<file path="src/bfwr_defs.svh">
// Offsets, field positions and reset values of the forwarding window registers
`ifndef BFWR_DEFS_SVH
`define BFWR_DEFS_SVH

`define BFWR_OFF_IO_BOTTOM 8'h1c
`define BFWR_OFF_IO_TOP 8'h1d
`define BFWR_OFF_SEC_STATUS 8'h1e
`define BFWR_OFF_MEM_BOTTOM 8'h20
`define BFWR_OFF_MEM_TOP 8'h22
`define BFWR_OFF_PREF_BOTTOM 8'h24
`define BFWR_OFF_PREF_TOP 8'h26
`define BFWR_OFF_PREF_BOTTOM_UP 8'h28
`define BFWR_OFF_PREF_TOP_UP 8'h2c
`define BFWR_OFF_IO_BOTTOM_UP 8'h30
`define BFWR_OFF_IO_TOP_UP 8'h32

`define BFWR_IO_FIELD_LSB 4
`define BFWR_MEM_FIELD_LSB 4
`define BFWR_IO_WIDTH_IND 4'h1
`define BFWR_WIDE_ADDR_IND 4'h1
`define BFWR_SEC_STATUS_VAL 16'h0000
`define BFWR_IO_LOW_ONES 12'hfff
`define BFWR_MEM_LOW_ONES 20'hfffff

`define BFWR_RST_IO_FIELD 4'h0
`define BFWR_RST_IO_UP 16'h0000
`define BFWR_RST_MEM_FIELD 12'h000
`define BFWR_RST_PREF_UP 32'h0000_0000

`endif

</file>
<file path="src/bfwr_pkg.sv">
// Types shared by the forwarding window register bank
package bfwr_pkg;

  typedef enum logic {
    SPACE_IO = 1'b0,
    SPACE_MEM = 1'b1
  } bfwr_space_t;

  typedef struct packed {
    logic wr;
    logic rd;
    logic [7:0] addr;
    logic [3:0] byteEn;
    logic [31:0] data;
  } bfwr_cfg_req_t;

  typedef struct packed {
    logic valid;
    logic [31:0] data;
  } bfwr_cfg_rsp_t;

  typedef struct packed {
    logic valid;
    bfwr_space_t space;
    logic [63:0] addr;
  } bfwr_txn_t;

  typedef struct packed {
    logic valid;
    logic ioHit;
    logic memHit;
    logic prefHit;
    logic forward;
  } bfwr_fwd_t;

endpackage : bfwr_pkg

</file>
<file path="src/bfwr_window_regs.sv">
// Type-1 bridge forwarding window registers with window match logic
`include "bfwr_defs.svh"

module bfwr_window_regs (
  input wire logic ref_clk,
  input wire logic arst_n,
  input wire bfwr_pkg::bfwr_cfg_req_t cfgReq,
  output bfwr_pkg::bfwr_cfg_rsp_t cfgRsp,
  input wire bfwr_pkg::bfwr_txn_t txnReq,
  output bfwr_pkg::bfwr_fwd_t fwdRes
);

  localparam logic [5:0] DwIo = 6'(`BFWR_OFF_IO_BOTTOM >> 2);
  localparam logic [5:0] DwMem = 6'(`BFWR_OFF_MEM_BOTTOM >> 2);
  localparam logic [5:0] DwPref = 6'(`BFWR_OFF_PREF_BOTTOM >> 2);
  localparam logic [5:0] DwPrefBotUp = 6'(`BFWR_OFF_PREF_BOTTOM_UP >> 2);
  localparam logic [5:0] DwPrefTopUp = 6'(`BFWR_OFF_PREF_TOP_UP >> 2);
  localparam logic [5:0] DwIoUp = 6'(`BFWR_OFF_IO_BOTTOM_UP >> 2);

  logic [3:0] ioBottom_q, ioBottom_d;
  logic [3:0] ioTop_q, ioTop_d;
  logic [15:0] ioBottomUp_q, ioBottomUp_d;
  logic [15:0] ioTopUp_q, ioTopUp_d;
  logic [11:0] memBottom_q, memBottom_d;
  logic [11:0] memTop_q, memTop_d;
  logic [11:0] prefBottom_q, prefBottom_d;
  logic [11:0] prefTop_q, prefTop_d;
  logic [31:0] prefBottomUp_q, prefBottomUp_d;
  logic [31:0] prefTopUp_q, prefTopUp_d;
  logic [5:0] dw;
  logic [31:0] wrMask;

  assign dw = cfgReq.addr[7:2];

  // Byte enables widened to a bit mask
  genvar gi;
  generate
    for (gi = 0; gi < 4; gi++) begin : g_lane
      assign wrMask[gi*8 +: 8] = {8{cfgReq.byteEn[gi]}};
    end
  endgenerate

  // Register writes: only writable fields take data, fixed fields have no storage
  always_comb begin
    logic [31:0] merged;
    merged = 32'h0000_0000;
    ioBottom_d = ioBottom_q;
    ioTop_d = ioTop_q;
    ioBottomUp_d = ioBottomUp_q;
    ioTopUp_d = ioTopUp_q;
    memBottom_d = memBottom_q;
    memTop_d = memTop_q;
    prefBottom_d = prefBottom_q;
    prefTop_d = prefTop_q;
    prefBottomUp_d = prefBottomUp_q;
    prefTopUp_d = prefTopUp_q;
    if (cfgReq.wr) begin
      unique case (dw)
        DwIo: begin
          merged = {16'h0000, ioTop_q, 4'h0, ioBottom_q, 4'h0};
          merged = (merged & ~wrMask) | (cfgReq.data & wrMask);
          ioBottom_d = merged[7:4];
          ioTop_d = merged[15:12];
        end
        DwMem: begin
          merged = {memTop_q, 4'h0, memBottom_q, 4'h0};
          merged = (merged & ~wrMask) | (cfgReq.data & wrMask);
          memBottom_d = merged[15:4];
          memTop_d = merged[31:20];
        end
        DwPref: begin
          merged = {prefTop_q, 4'h0, prefBottom_q, 4'h0};
          merged = (merged & ~wrMask) | (cfgReq.data & wrMask);
          prefBottom_d = merged[15:4];
          prefTop_d = merged[31:20];
        end
        DwPrefBotUp: begin
          prefBottomUp_d = (prefBottomUp_q & ~wrMask) | (cfgReq.data & wrMask);
        end
        DwPrefTopUp: begin
          prefTopUp_d = (prefTopUp_q & ~wrMask) | (cfgReq.data & wrMask);
        end
        DwIoUp: begin
          merged = {ioTopUp_q, ioBottomUp_q};
          merged = (merged & ~wrMask) | (cfgReq.data & wrMask);
          ioBottomUp_d = merged[15:0];
          ioTopUp_d = merged[31:16];
        end
        default: begin
          merged = 32'h0000_0000;
        end
      endcase
    end
  end

  always_ff @(posedge ref_clk or negedge arst_n) begin
    if (!arst_n) begin
      ioBottom_q <= `BFWR_RST_IO_FIELD;
      ioTop_q <= `BFWR_RST_IO_FIELD;
      ioBottomUp_q <= `BFWR_RST_IO_UP;
      ioTopUp_q <= `BFWR_RST_IO_UP;
      memBottom_q <= `BFWR_RST_MEM_FIELD;
      memTop_q <= `BFWR_RST_MEM_FIELD;
      prefBottom_q <= `BFWR_RST_MEM_FIELD;
      prefTop_q <= `BFWR_RST_MEM_FIELD;
      prefBottomUp_q <= `BFWR_RST_PREF_UP;
      prefTopUp_q <= `BFWR_RST_PREF_UP;
    end else begin
      ioBottom_q <= ioBottom_d;
      ioTop_q <= ioTop_d;
      ioBottomUp_q <= ioBottomUp_d;
      ioTopUp_q <= ioTopUp_d;
      memBottom_q <= memBottom_d;
      memTop_q <= memTop_d;
      prefBottom_q <= prefBottom_d;
      prefTop_q <= prefTop_d;
      prefBottomUp_q <= prefBottomUp_d;
      prefTopUp_q <= prefTopUp_d;
    end
  end

  // Read answer one cycle after the request; unmapped dwords read zero
  bfwr_pkg::bfwr_cfg_rsp_t rsp_q, rsp_d;
  logic [5:0] rdDw_q, rdDw_d;

  always_comb begin
    rsp_d.valid = cfgReq.rd;
    rsp_d.data = 32'h0000_0000;
    rdDw_d = cfgReq.rd ? dw : rdDw_q;
    if (cfgReq.rd) begin
      unique case (dw)
        DwIo: begin
          rsp_d.data = {`BFWR_SEC_STATUS_VAL,
                        ioTop_q, `BFWR_IO_WIDTH_IND,
                        ioBottom_q, `BFWR_IO_WIDTH_IND};
        end
        DwMem: begin
          rsp_d.data = {memTop_q, 4'h0, memBottom_q, 4'h0};
        end
        DwPref: begin
          rsp_d.data = {prefTop_q, `BFWR_WIDE_ADDR_IND,
                        prefBottom_q, `BFWR_WIDE_ADDR_IND};
        end
        DwPrefBotUp: begin
          rsp_d.data = prefBottomUp_q;
        end
        DwPrefTopUp: begin
          rsp_d.data = prefTopUp_q;
        end
        DwIoUp: begin
          rsp_d.data = {ioTopUp_q, ioBottomUp_q};
        end
        default: begin
          rsp_d.data = 32'h0000_0000;
        end
      endcase
    end
  end

  always_ff @(posedge ref_clk or negedge arst_n) begin
    if (!arst_n) begin
      rsp_q <= '0;
      rdDw_q <= 6'h00;
    end else begin
      rsp_q <= rsp_d;
      rdDw_q <= rdDw_d;
    end
  end

  assign cfgRsp = rsp_q;

  // Window bounds and inclusive match
  logic [31:0] ioLow, ioHigh, memLow, memHigh;
  logic [63:0] prefLow, prefHigh;
  bfwr_pkg::bfwr_fwd_t fwd_q, fwd_d;

  assign ioLow = {ioBottomUp_q, ioBottom_q, 12'h000};
  assign ioHigh = {ioTopUp_q, ioTop_q, `BFWR_IO_LOW_ONES};
  assign memLow = {memBottom_q, 20'h00000};
  assign memHigh = {memTop_q, `BFWR_MEM_LOW_ONES};
  assign prefLow = {prefBottomUp_q, prefBottom_q, 20'h00000};
  assign prefHigh = {prefTopUp_q, prefTop_q, `BFWR_MEM_LOW_ONES};

  always_comb begin
    logic hi0;
    hi0 = (txnReq.addr[63:32] == 32'h0000_0000);
    fwd_d.valid = txnReq.valid;
    fwd_d.ioHit = txnReq.valid && txnReq.space == bfwr_pkg::SPACE_IO && hi0
                  && ioLow <= txnReq.addr[31:0] && txnReq.addr[31:0] <= ioHigh;
    fwd_d.memHit = txnReq.valid && txnReq.space == bfwr_pkg::SPACE_MEM && hi0
                   && memLow <= txnReq.addr[31:0] && txnReq.addr[31:0] <= memHigh;
    fwd_d.prefHit = txnReq.valid && txnReq.space == bfwr_pkg::SPACE_MEM
                    && prefLow <= txnReq.addr && txnReq.addr <= prefHigh;
    fwd_d.forward = fwd_d.ioHit || fwd_d.memHit || fwd_d.prefHit;
  end

  always_ff @(posedge ref_clk or negedge arst_n) begin
    if (!arst_n) begin
      fwd_q <= '0;
    end else begin
      fwd_q <= fwd_d;
    end
  end

  assign fwdRes = fwd_q;
endmodule : bfwr_window_regs

</file>
<file path="config.mk">
export PLATFORM = sky130hd
export DESIGN_NAME = bfwr_window_regs
export DESIGN_NICKNAME = d
export VERILOG_FILES = /design/src/bfwr_pkg.sv /design/src/bfwr_window_regs.sv
export VERILOG_INCLUDE_DIRS = /design/src
export SDC_FILE = /design/constraint.sdc
export NUM_CORES = 1
export LEC_CHECK = 0
export BUFFER_PORTS_ARGS = -buffer_cell sky130_fd_sc_hd__buf_2
export CORE_MARGIN = 3
export CORE_UTILIZATION = 50
export DETAILED_ROUTE_END_ITERATION = 10
export HOLD_SLACK_MARGIN = 0.02
export PLACE_DENSITY = 0.68
export SLEW_MARGIN = 20
export SYNTH_ARGS = -nofsm -noshare
export SYNTH_HDL_FRONTEND = slang
export SYNTH_SLANG_ARGS = --single-unit
export TNS_END_PERCENT = 30
</file>
<file path="constraint.sdc">
create_clock -name ref_clk -period 3.8 [get_ports ref_clk]
set_clock_uncertainty 0.05 [all_clocks]
set_input_delay 0.38 -clock ref_clk [delete_from_list [all_inputs] [get_ports ref_clk]]
set_output_delay 0.38 -clock ref_clk [all_outputs]
set_load 0.01 [all_outputs]
</file>
# Word-level counts from Yosys, hierarchy flattened
# Index checks and enable logic that the tools add are counted.
# classes
addsub	0
multipliers	0
n_div	0
n_lt_le_gt_ge	6
n_eq_ne	6
shifts	0
n_mux	2
bitwise_logic	15
reduce_logical	19
# op_table
op	count
32-bit bitwise AND	6
32-bit case mux with 6 select lines	1
32-bit bitwise OR	5
32-bit <= comparator	4
64-bit <= comparator	2
32-bit logical NOT	1
32-bit 2-to-1 mux	1
32-bit inverter	1
6-bit by 4-bit equality test with 1-bit output (second input constant)	5
16-bit bitwise AND	1
16-bit bitwise OR	1
2-bit AND reduction	6
1-bit logical AND	10
6-bit by 3-bit equality test with 1-bit output (second input constant)	1
1-bit logical OR	2
1-bit inverter	1
# word_totals
regBits	190
latch_bits	0
ram_bits	0
romBits	0
input_bits	114
output_inout_bits	38
wordCells	65
memories	0

# Depth between registers and ports, before layout
# Gate-level depths: netlist (run 1).
# logic_depth
word_depth	7
depth_mapped	9
depth_no_buf	9

# Worst setup path before layout (run 1)
# Ideal clock, no wire load.
# synth_timing
kind	input -> register
from	input txnReq[62] in the netlist's numbering
to	register fwd_q (netlist bit fwdRes[0])
setup_ns	0.138
t_arrival_ns	2.276
required_ns	3.612
slack_ns	1.336
cell_stages	9
n_path_buf	0
cell_sequence	inv_1 ha_1 nand4_1 or3_1 or3_4 nor4_4 a2bb2oi_1 a22oi_1 o211ai_1
# synth_rtl
element	line	rtl
from (decl)	bfwr_window_regs.sv:9	input wire bfwr_pkg::bfwr_txn_t txnReq,
to (signal assigned)	bfwr_window_regs.sv:201	fwd_q <= fwd_d;
to (decl)	bfwr_window_regs.sv:175	bfwr_pkg::bfwr_fwd_t fwd_q, fwd_d;

==> flow_summary.yaml, run 1 <==
synthesis:
  synth_fp_nets: 1366
  synthTopCellsByArea: "dfrtp_1 42%, ha_1 17%, mux2_2 10%, inv_1 4.4%, a22oi_1 3.0%"
  synth_edf_count: 0
  syn_inst: 1100
  yosysTopAreaCell: "dfrtp_1"
  synth_flop_cell: "dfrtp_1"
  synth_top_area_share_pct: 41.9
  async_flop_share_pct: 100
  synth_seq_cells: 190
  seq_area_frac_synth_pct: 41.9
  ys.warnings.count: 0
  syn_area_per_cell_um2: 10.3
  ys_types: 45
  synth_area_um2: 11400
power_and_ir_drop:
  p_int_mw: 3.45
  clkPwrFrac_pct: 35.3
  p_seq_share_pct: 47.4
  switching_share_pct: 29.3
  switchingPower_mw: 1.43
  p_comb_share_pct: 17.3
  power_density_nw_per_um2: 375
  p_leak_nw: 6.88
  peakVddDrop_uv: 250
  power_mw: 4.88
global_routing:
  grt_max_degree: 117
  grt_pass1_vias: 9103
  grt_use_total_pct: 26.0
  grt.overflow.total: 0
  grt_pass1_wl_mm: 49.7
  antenna_found_initial: 2
timing:
  hold_violations: 0
  relSlewSlack_pct: 34.4
  fin_crit_sh_pct: 70.3
  tns_ns: 0
  fmax_mhz: 374
  fin_crit_ns: 2.67
  finalWorstSetupSlack_ns: 1.13
  rsz0062_at_grt: "no"
  slew_violations: 0
  tightest_slew_ns: 0.984
  holdWs_ns: 0.0332
  setup_violations: 0
setup_path:
  worstSetupPathType: "flip-flop to flip-flop"
  start_kind: "flip-flop"
  cp_data_arrival_time_ns: 2.91
  worstPathMaxFanout: 3
  critPathRequiredTime_ns: 4.04
  end_kind: "flip-flop"
  cp_slowest_cell: "or3_4"
  critical-path-top-delay-family: "simple AND/OR/NAND/NOR gates"
  crit_chain: "ha_1, nand4_1, or3_1, or3_4, nor4_4, a2bb2oi_1, a22oi_1, o211ai_1"
  critPathBufInv: 0
  max_stage_delay_ns: 0.44
cells_and_area:
  fillers: 1891
  final_cell_area_um2: 13000
  area_delta_synth_final_pct: 14.6
  multi_input_area_um2: 5980
  ff_latch_area_um2: 4750
  fin_nets: 1509
  layout_common_cells: "190 x dfrtp_1, 152 x ha_1, 148 x buf_2"
  final_common_cell: "dfrtp_1"
  drive_gt1_share_pct: 24.5
  postLayoutCoreUtil_pct: 58.9
  instances_no_fill: 1537
clocking:
  htree_levels: 4
  cts_tree: "done"
  clockBufferDepth: 2
  cts_hold_buf: 0
  clock_sinks: 190
  postCtsSetupRepairBufs: 0
  clock_latency_ns: 0.43
  cts_buffers: 17
  cts_resized: 0
  root_buffer: "clkbuf_16"
  clk_pin_slew_worst_paths_ns: 0.07
route:
  wl_per_cell_um: 20.5
  vias: 9085
  drc: 0
  top_layer_used: "met4"
  met3_length_mm: 2.15
  wirelength_mm: 31.5
  via_per_inst: 5.91
  met2_length_mm: 15.1
  drtPass1Iterations: 6
  drt-initial-drc-count: 844
  wl_met1_mm: 13.7
  final_antenna_net_count: 0
floorplan:
  num_io_pins: 152
  core_um2: 22100
  die_h_um: 157
  fp.dieW_um: 157
  dieArea_um2: 24600
  initial_core_util_pct: 51.4
  fp-row-count: 54
placed_design:
  placed_cells: 1504
  gp_congestion: 0.921
  hpwl_mm: 24.5
  preCtsSetupSlack_ns: 0.995
  placed_cell_area_um2: 12500
  io_buffers: 149
job:
  drv_cap: 0
status:
  status: "finished, final reports clean"
hold_path:
  hold_path_class: "input port to asynchronous set/reset pin"
[worst reg2reg max path, cell delays in order, from the launching register on]
cell	delay, ns
dfrtp_1	0.41
ha_1	0.32
nand4_1	0.13
or3_1	0.43
or3_4	0.44
nor4_4	0.30
a2bb2oi_1	0.10
a22oi_1	0.23
o211ai_1	0.12
[kinds of logic after synthesis]
| family | after synthesis | share of synthesized area [%] |
|---|---|---|
| compound gates | 276 | 15.7 |
| fa+ha+maj | 152 | 16.7 |
| buf+inv | 173 | 5.73 |
| flops | 190 | 41.9 |
| mux | 104 | 10.3 |
| simple gates | 205 | 9.60 |
[cell usage after synthesis, types with 20 or more instances]
cell,number
mux2_2,104
nor2_1,20
a21oi_1,67
o21ai_0,44
nand4_1,40
a22oi_1,45
a21o_1,44
ha_1,152
clkbuf_1,37
nand2_1,71
a222oi_1,21
o21ai_1,24
inv_1,133
dfrtp_1,190
[area by class of cell]
cell class / count / share of cell area (%)
flip-flops and latches: 190 / 36.5
repair buffers: 163 / 6.70
clock inverters: 10 / 0.635
well taps: 280 / 2.69
multi-input cells: 737 / 45.9
diodes: 2 / 0.0385
inverters: 134 / 3.87
clock buffers: 21 / 3.62
[power groups by stage]
stage	combinational, mW	sequential, mW	clock [mW]
finish	0.846	2.31	1.72
global route	0.965	2.33	1.83
CTS	0.847	2.31	1.74
detailed placement	0.840	2.35	0
global placement	0.804	2.34	0
floorplan	0.519	2.30	0
[routing by layer]
metal  track usage (%)  vias to the layer above
li1                  -                     4325
met1              34.6                     4440
met2              43.4                      285
met3              6.00                       35
met4              6.34                        0
met5                 0                        -
[path summary, 6_finish.rpt]
kind / endpoint / start / slack (ns) / depth (start not counted)
setup / recovery: fwdRes[0] / flip-flop / 1.13 / 8
hold / removal: asynchronous set/reset pin / arst_n / 0.03 / 1
setup reg to reg: fwdRes[0] / flip-flop / 1.13 / 8
hold reg to reg: flip-flop / flip-flop / 0.49 / 1
max in group asynchronous: asynchronous set/reset pin / arst_n / 2.77 / 2
min in group ref_clk: cfgRsp[32] / cfgReq[44] / 0.04 / 1
No activity file was read; power rests on OpenSTA's default activity.
==> inputs of run 2 (changes only) <==
--- a/config.mk
+++ b/config.mk
@@ -6,6 +6,7 @@
 export SDC_FILE = /design/constraint.sdc
 export NUM_CORES = 1
 export LEC_CHECK = 0
+export ABC_AREA = 1
 export BUFFER_PORTS_ARGS = -buffer_cell sky130_fd_sc_hd__buf_2
 export CORE_MARGIN = 3
 export CORE_UTILIZATION = 50
==> constraint.sdc (replaced) <==
create_clock -name ref_clk -period 2.5 [get_ports ref_clk]
set_clock_uncertainty 0.05 [all_clocks]
set_input_delay 0.25 -clock ref_clk [delete_from_list [all_inputs] [get_ports ref_clk]]
set_output_delay 0.25 -clock ref_clk [all_outputs]
set_load 0.01 [all_outputs]
==> run 2 against run 1 <==
Register-to-register slack got worse by 0.68 ns; sequential power up 50%; first-iteration DRC count is 1.8% higher; worst setup slack got worse by 0.68 ns; synthesized cell count grew 32%; fmax up 30%; via count is 16% higher; combinational power up 47%; design area is 3.2% higher; largest cell class unchanged.
==> flow_summary.yaml, run 2 <==
status:
  status: "finished, final reports clean"
clocking:
  clock_latency_ns: 0.44
  root_buffer: "clkbuf_16"
  clk_pin_slew_worst_paths_ns: 0.07
  clock_sinks: 190
  cts_tree: "done"
  clockBufferDepth: 2
  cts_buffers: 17
  cts_resized: 0
  htree_levels: 4
route:
  drc: 0
  via_per_inst: 5.44
  vias: 10509
  wirelength_mm: 34.1
  drtPass1Iterations: 5
  wl_per_cell_um: 17.6
  drt-initial-drc-count: 859
  final_antenna_net_count: 0
synthesis:
  synthTopCellsByArea: "dfrtp_1 40%, ha_1 16%, nand2_1 12%, inv_1 6.7%, o21ai_0 5.0%"
  async_flop_share_pct: 100
  synthTopCellsByCount: "380 x nand2_1, 212 x inv_1, 190 x dfrtp_1, 152 x ha_1, 118 x o21ai_0"
  syn_area_per_cell_um2: 8.09
  syn_inst: 1457
  ys_types: 40
  yosysTopAreaCell: "dfrtp_1"
  synth_area_um2: 11800
  synth_edf_count: 0
  synth_fp_nets: 1723
  seq_area_frac_synth_pct: 40.3
  synth.most_common_cell: "nand2_1"
  synth_flop_cell: "dfrtp_1"
  synth_seq_cells: 190
  ys.warnings.count: 0
  synth_top_area_share_pct: 40.3
cells_and_area:
  fin_nets: 1873
  area_delta_synth_final_pct: 13.8
  fillers: 2147
  instances_no_fill: 1932
  drive_gt1_share_pct: 13.4
  final_common_cell: "nand2_1"
  diodes: 0
  final_cell_area_um2: 13400
  layout_common_cells: "380 x nand2_1, 212 x inv_1, 190 x dfrtp_1"
floorplan:
  die_h_um: 160
  core_um2: 22900
  num_io_pins: 152
  initial_core_util_pct: 51.5
  dieArea_um2: 25500
  fp-row-count: 55
  fp.dieW_um: 160
setup_path:
  worstSetupPathType: "flip-flop to flip-flop"
  start_kind: "flip-flop"
  end_kind: "flip-flop"
  critical-path-top-delay-family: "simple AND/OR/NAND/NOR gates"
  cp_slowest_cell: "dfrtp_1"
  crit_chain: "inv_1, ha_1, nand2_1, inv_1, nand3_1, nor2_1, nand3_1, nor2_1, nand2_1, nand3_1, nand2_1, nand3_1, nand2_1"
  cp_data_arrival_time_ns: 2.33
  worstPathMaxFanout: 3
  max_stage_delay_ns: 0.38
  critPathRequiredTime_ns: 2.78
  critPathBufInv: 2
power_and_ir_drop:
  switching_share_pct: 29.5
  p_seq_share_pct: 46.6
  p_comb_share_pct: 16.8
  peakVddDrop_uv: 481
  power_mw: 7.42
  power_density_nw_per_um2: 553
  p_int_mw: 5.23
  switchingPower_mw: 2.19
  clkPwrFrac_pct: 36.6
  p_leak_nw: 6.98
global_routing:
  grt_max_degree: 67
  grt_pass1_wl_mm: 53.8
  grt.overflow.total: 0
  antenna_found_initial: 0
  grt_pass1_vias: 9974
  grt_use_total_pct: 26.9
placed_design:
  io_buffers: 149
  hpwl_mm: 26.5
  gp_congestion: 0.968
  preCtsSetupSlack_ns: 0.474
  placed_cell_area_um2: 12800
  placed_cells: 1898
timing:
  tns_ns: 0
  slew_violations: 0
  fin_crit_sh_pct: 82.0
  relSlewSlack_pct: 61.4
  rsz0062_at_grt: "no"
  tightest_slew_ns: 0.578
  fmax_mhz: 488
  finalWorstSetupSlack_ns: 0.450
  hold_violations: 0
  setup_violations: 0
  fin_crit_ns: 2.05
job:
  drv_cap: 0
hold_path:
  hold_path_class: "input port to flip-flop"
-- run 2: logic make-up (layout without fill, tap and decap cells) --
group                    Yosys count  after routing  synth area share [%]
AO/OA/AOI/OAI                    339            339                  15.7
AND/OR/NAND/NOR                  527            527                  19.0
buffers and inverters            249            411                  8.88
flip-flops                       190            190                  40.3
adder cells (fa/ha/maj)          152            152                  16.1
-- run 2: worst reg2reg max path, stage by stage (launching register included) --
cell and delay (ns):
dfrtp_1 0.38, inv_1 0.06, ha_1 0.30, nand2_1 0.06, inv_1 0.06, nand3_1 0.06
nor2_1 0.27, nand3_1 0.20, nor2_1 0.16, nand2_1 0.07, nand3_1 0.07, nand2_1 0.07
nand3_1 0.09, nand2_1 0.05
-- run 2: power by group through the flow --
| stage | Combinational [mW] | Sequential (mW) | Clock [mW] |
|---|---|---|---|
| after floorplan | 0.772 | 3.45 | 0 |
| after CTS | 1.24 | 3.45 | 2.74 |
| final | 1.24 | 3.46 | 2.72 |
| after global routing | 1.44 | 3.48 | 2.88 |
| after detailed placement | 1.23 | 3.51 | 0 |
| after global placement | 1.18 | 3.50 | 0 |
-- run 2: per-stage QoR --
step / hold slack, ns / util [%]
2_1_floorplan: -0.0956 / -
3_3_place_gp: 0.151 / 56.0
3_5_place_dp: 0.153 / 56.0
4_1_cts: 0.0448 / 58.6
5_1_grt: 0.0601 / 58.6
6_report: 0.0499 / 58.6
-- run 2: worst paths after layout --
| path | slack (ns) | depth (start not counted) | from | to |
|---|---|---|---|---|
| max | 0.45 | 13 | flip-flop | fwdRes[0] |
| min in group asynchronous | 0.24 | 2 | arst_n | asynchronous set/reset pin |
| max reg2reg | 0.45 | 13 | flip-flop | fwdRes[0] |
| min | 0.05 | 3 | cfgReq[19] | flip-flop |
| min reg2reg | 0.44 | 2 | flip-flop | flip-flop |
| max in group asynchronous | 1.37 | 3 | arst_n | asynchronous set/reset pin |
-- run 2: cell type report --
type | instances | area (um2) | share of cell area [%]
clock buffer | 18 | 429 | 3.20
clock inverter | 13 | 140 | 1.04
inverter | 218 | 832 | 6.20
multi-input combinational | 1018 | 5990 | 44.6
sequential | 190 | 4750 | 35.4
tap | 313 | 392 | 2.92
timing repair buffer | 162 | 885 | 6.59
-- run 2: timing repair --
| action | 4_1_cts | 5_1_grt |
|---|---|---|
| setup buffers | 0 | 0 |
| hold buffers | 3 | 0 |
| endpoints found under the hold margin | 39 | 0 |
-- run 2: per-layer routing --
metal / share of wire (%) / GRT usage (%) / vias to the layer above / wire (um)
li1: - / - / 5129 / -
met1: 46 / 38.3 / 4954 / 15700
met2: 45 / 42.3 / 374 / 15200
met3: 6.9 / 4.45 / 52 / 2350
met4: 2.4 / 7.72 / 0 / 819
met5: 0 / 0 / - / 0
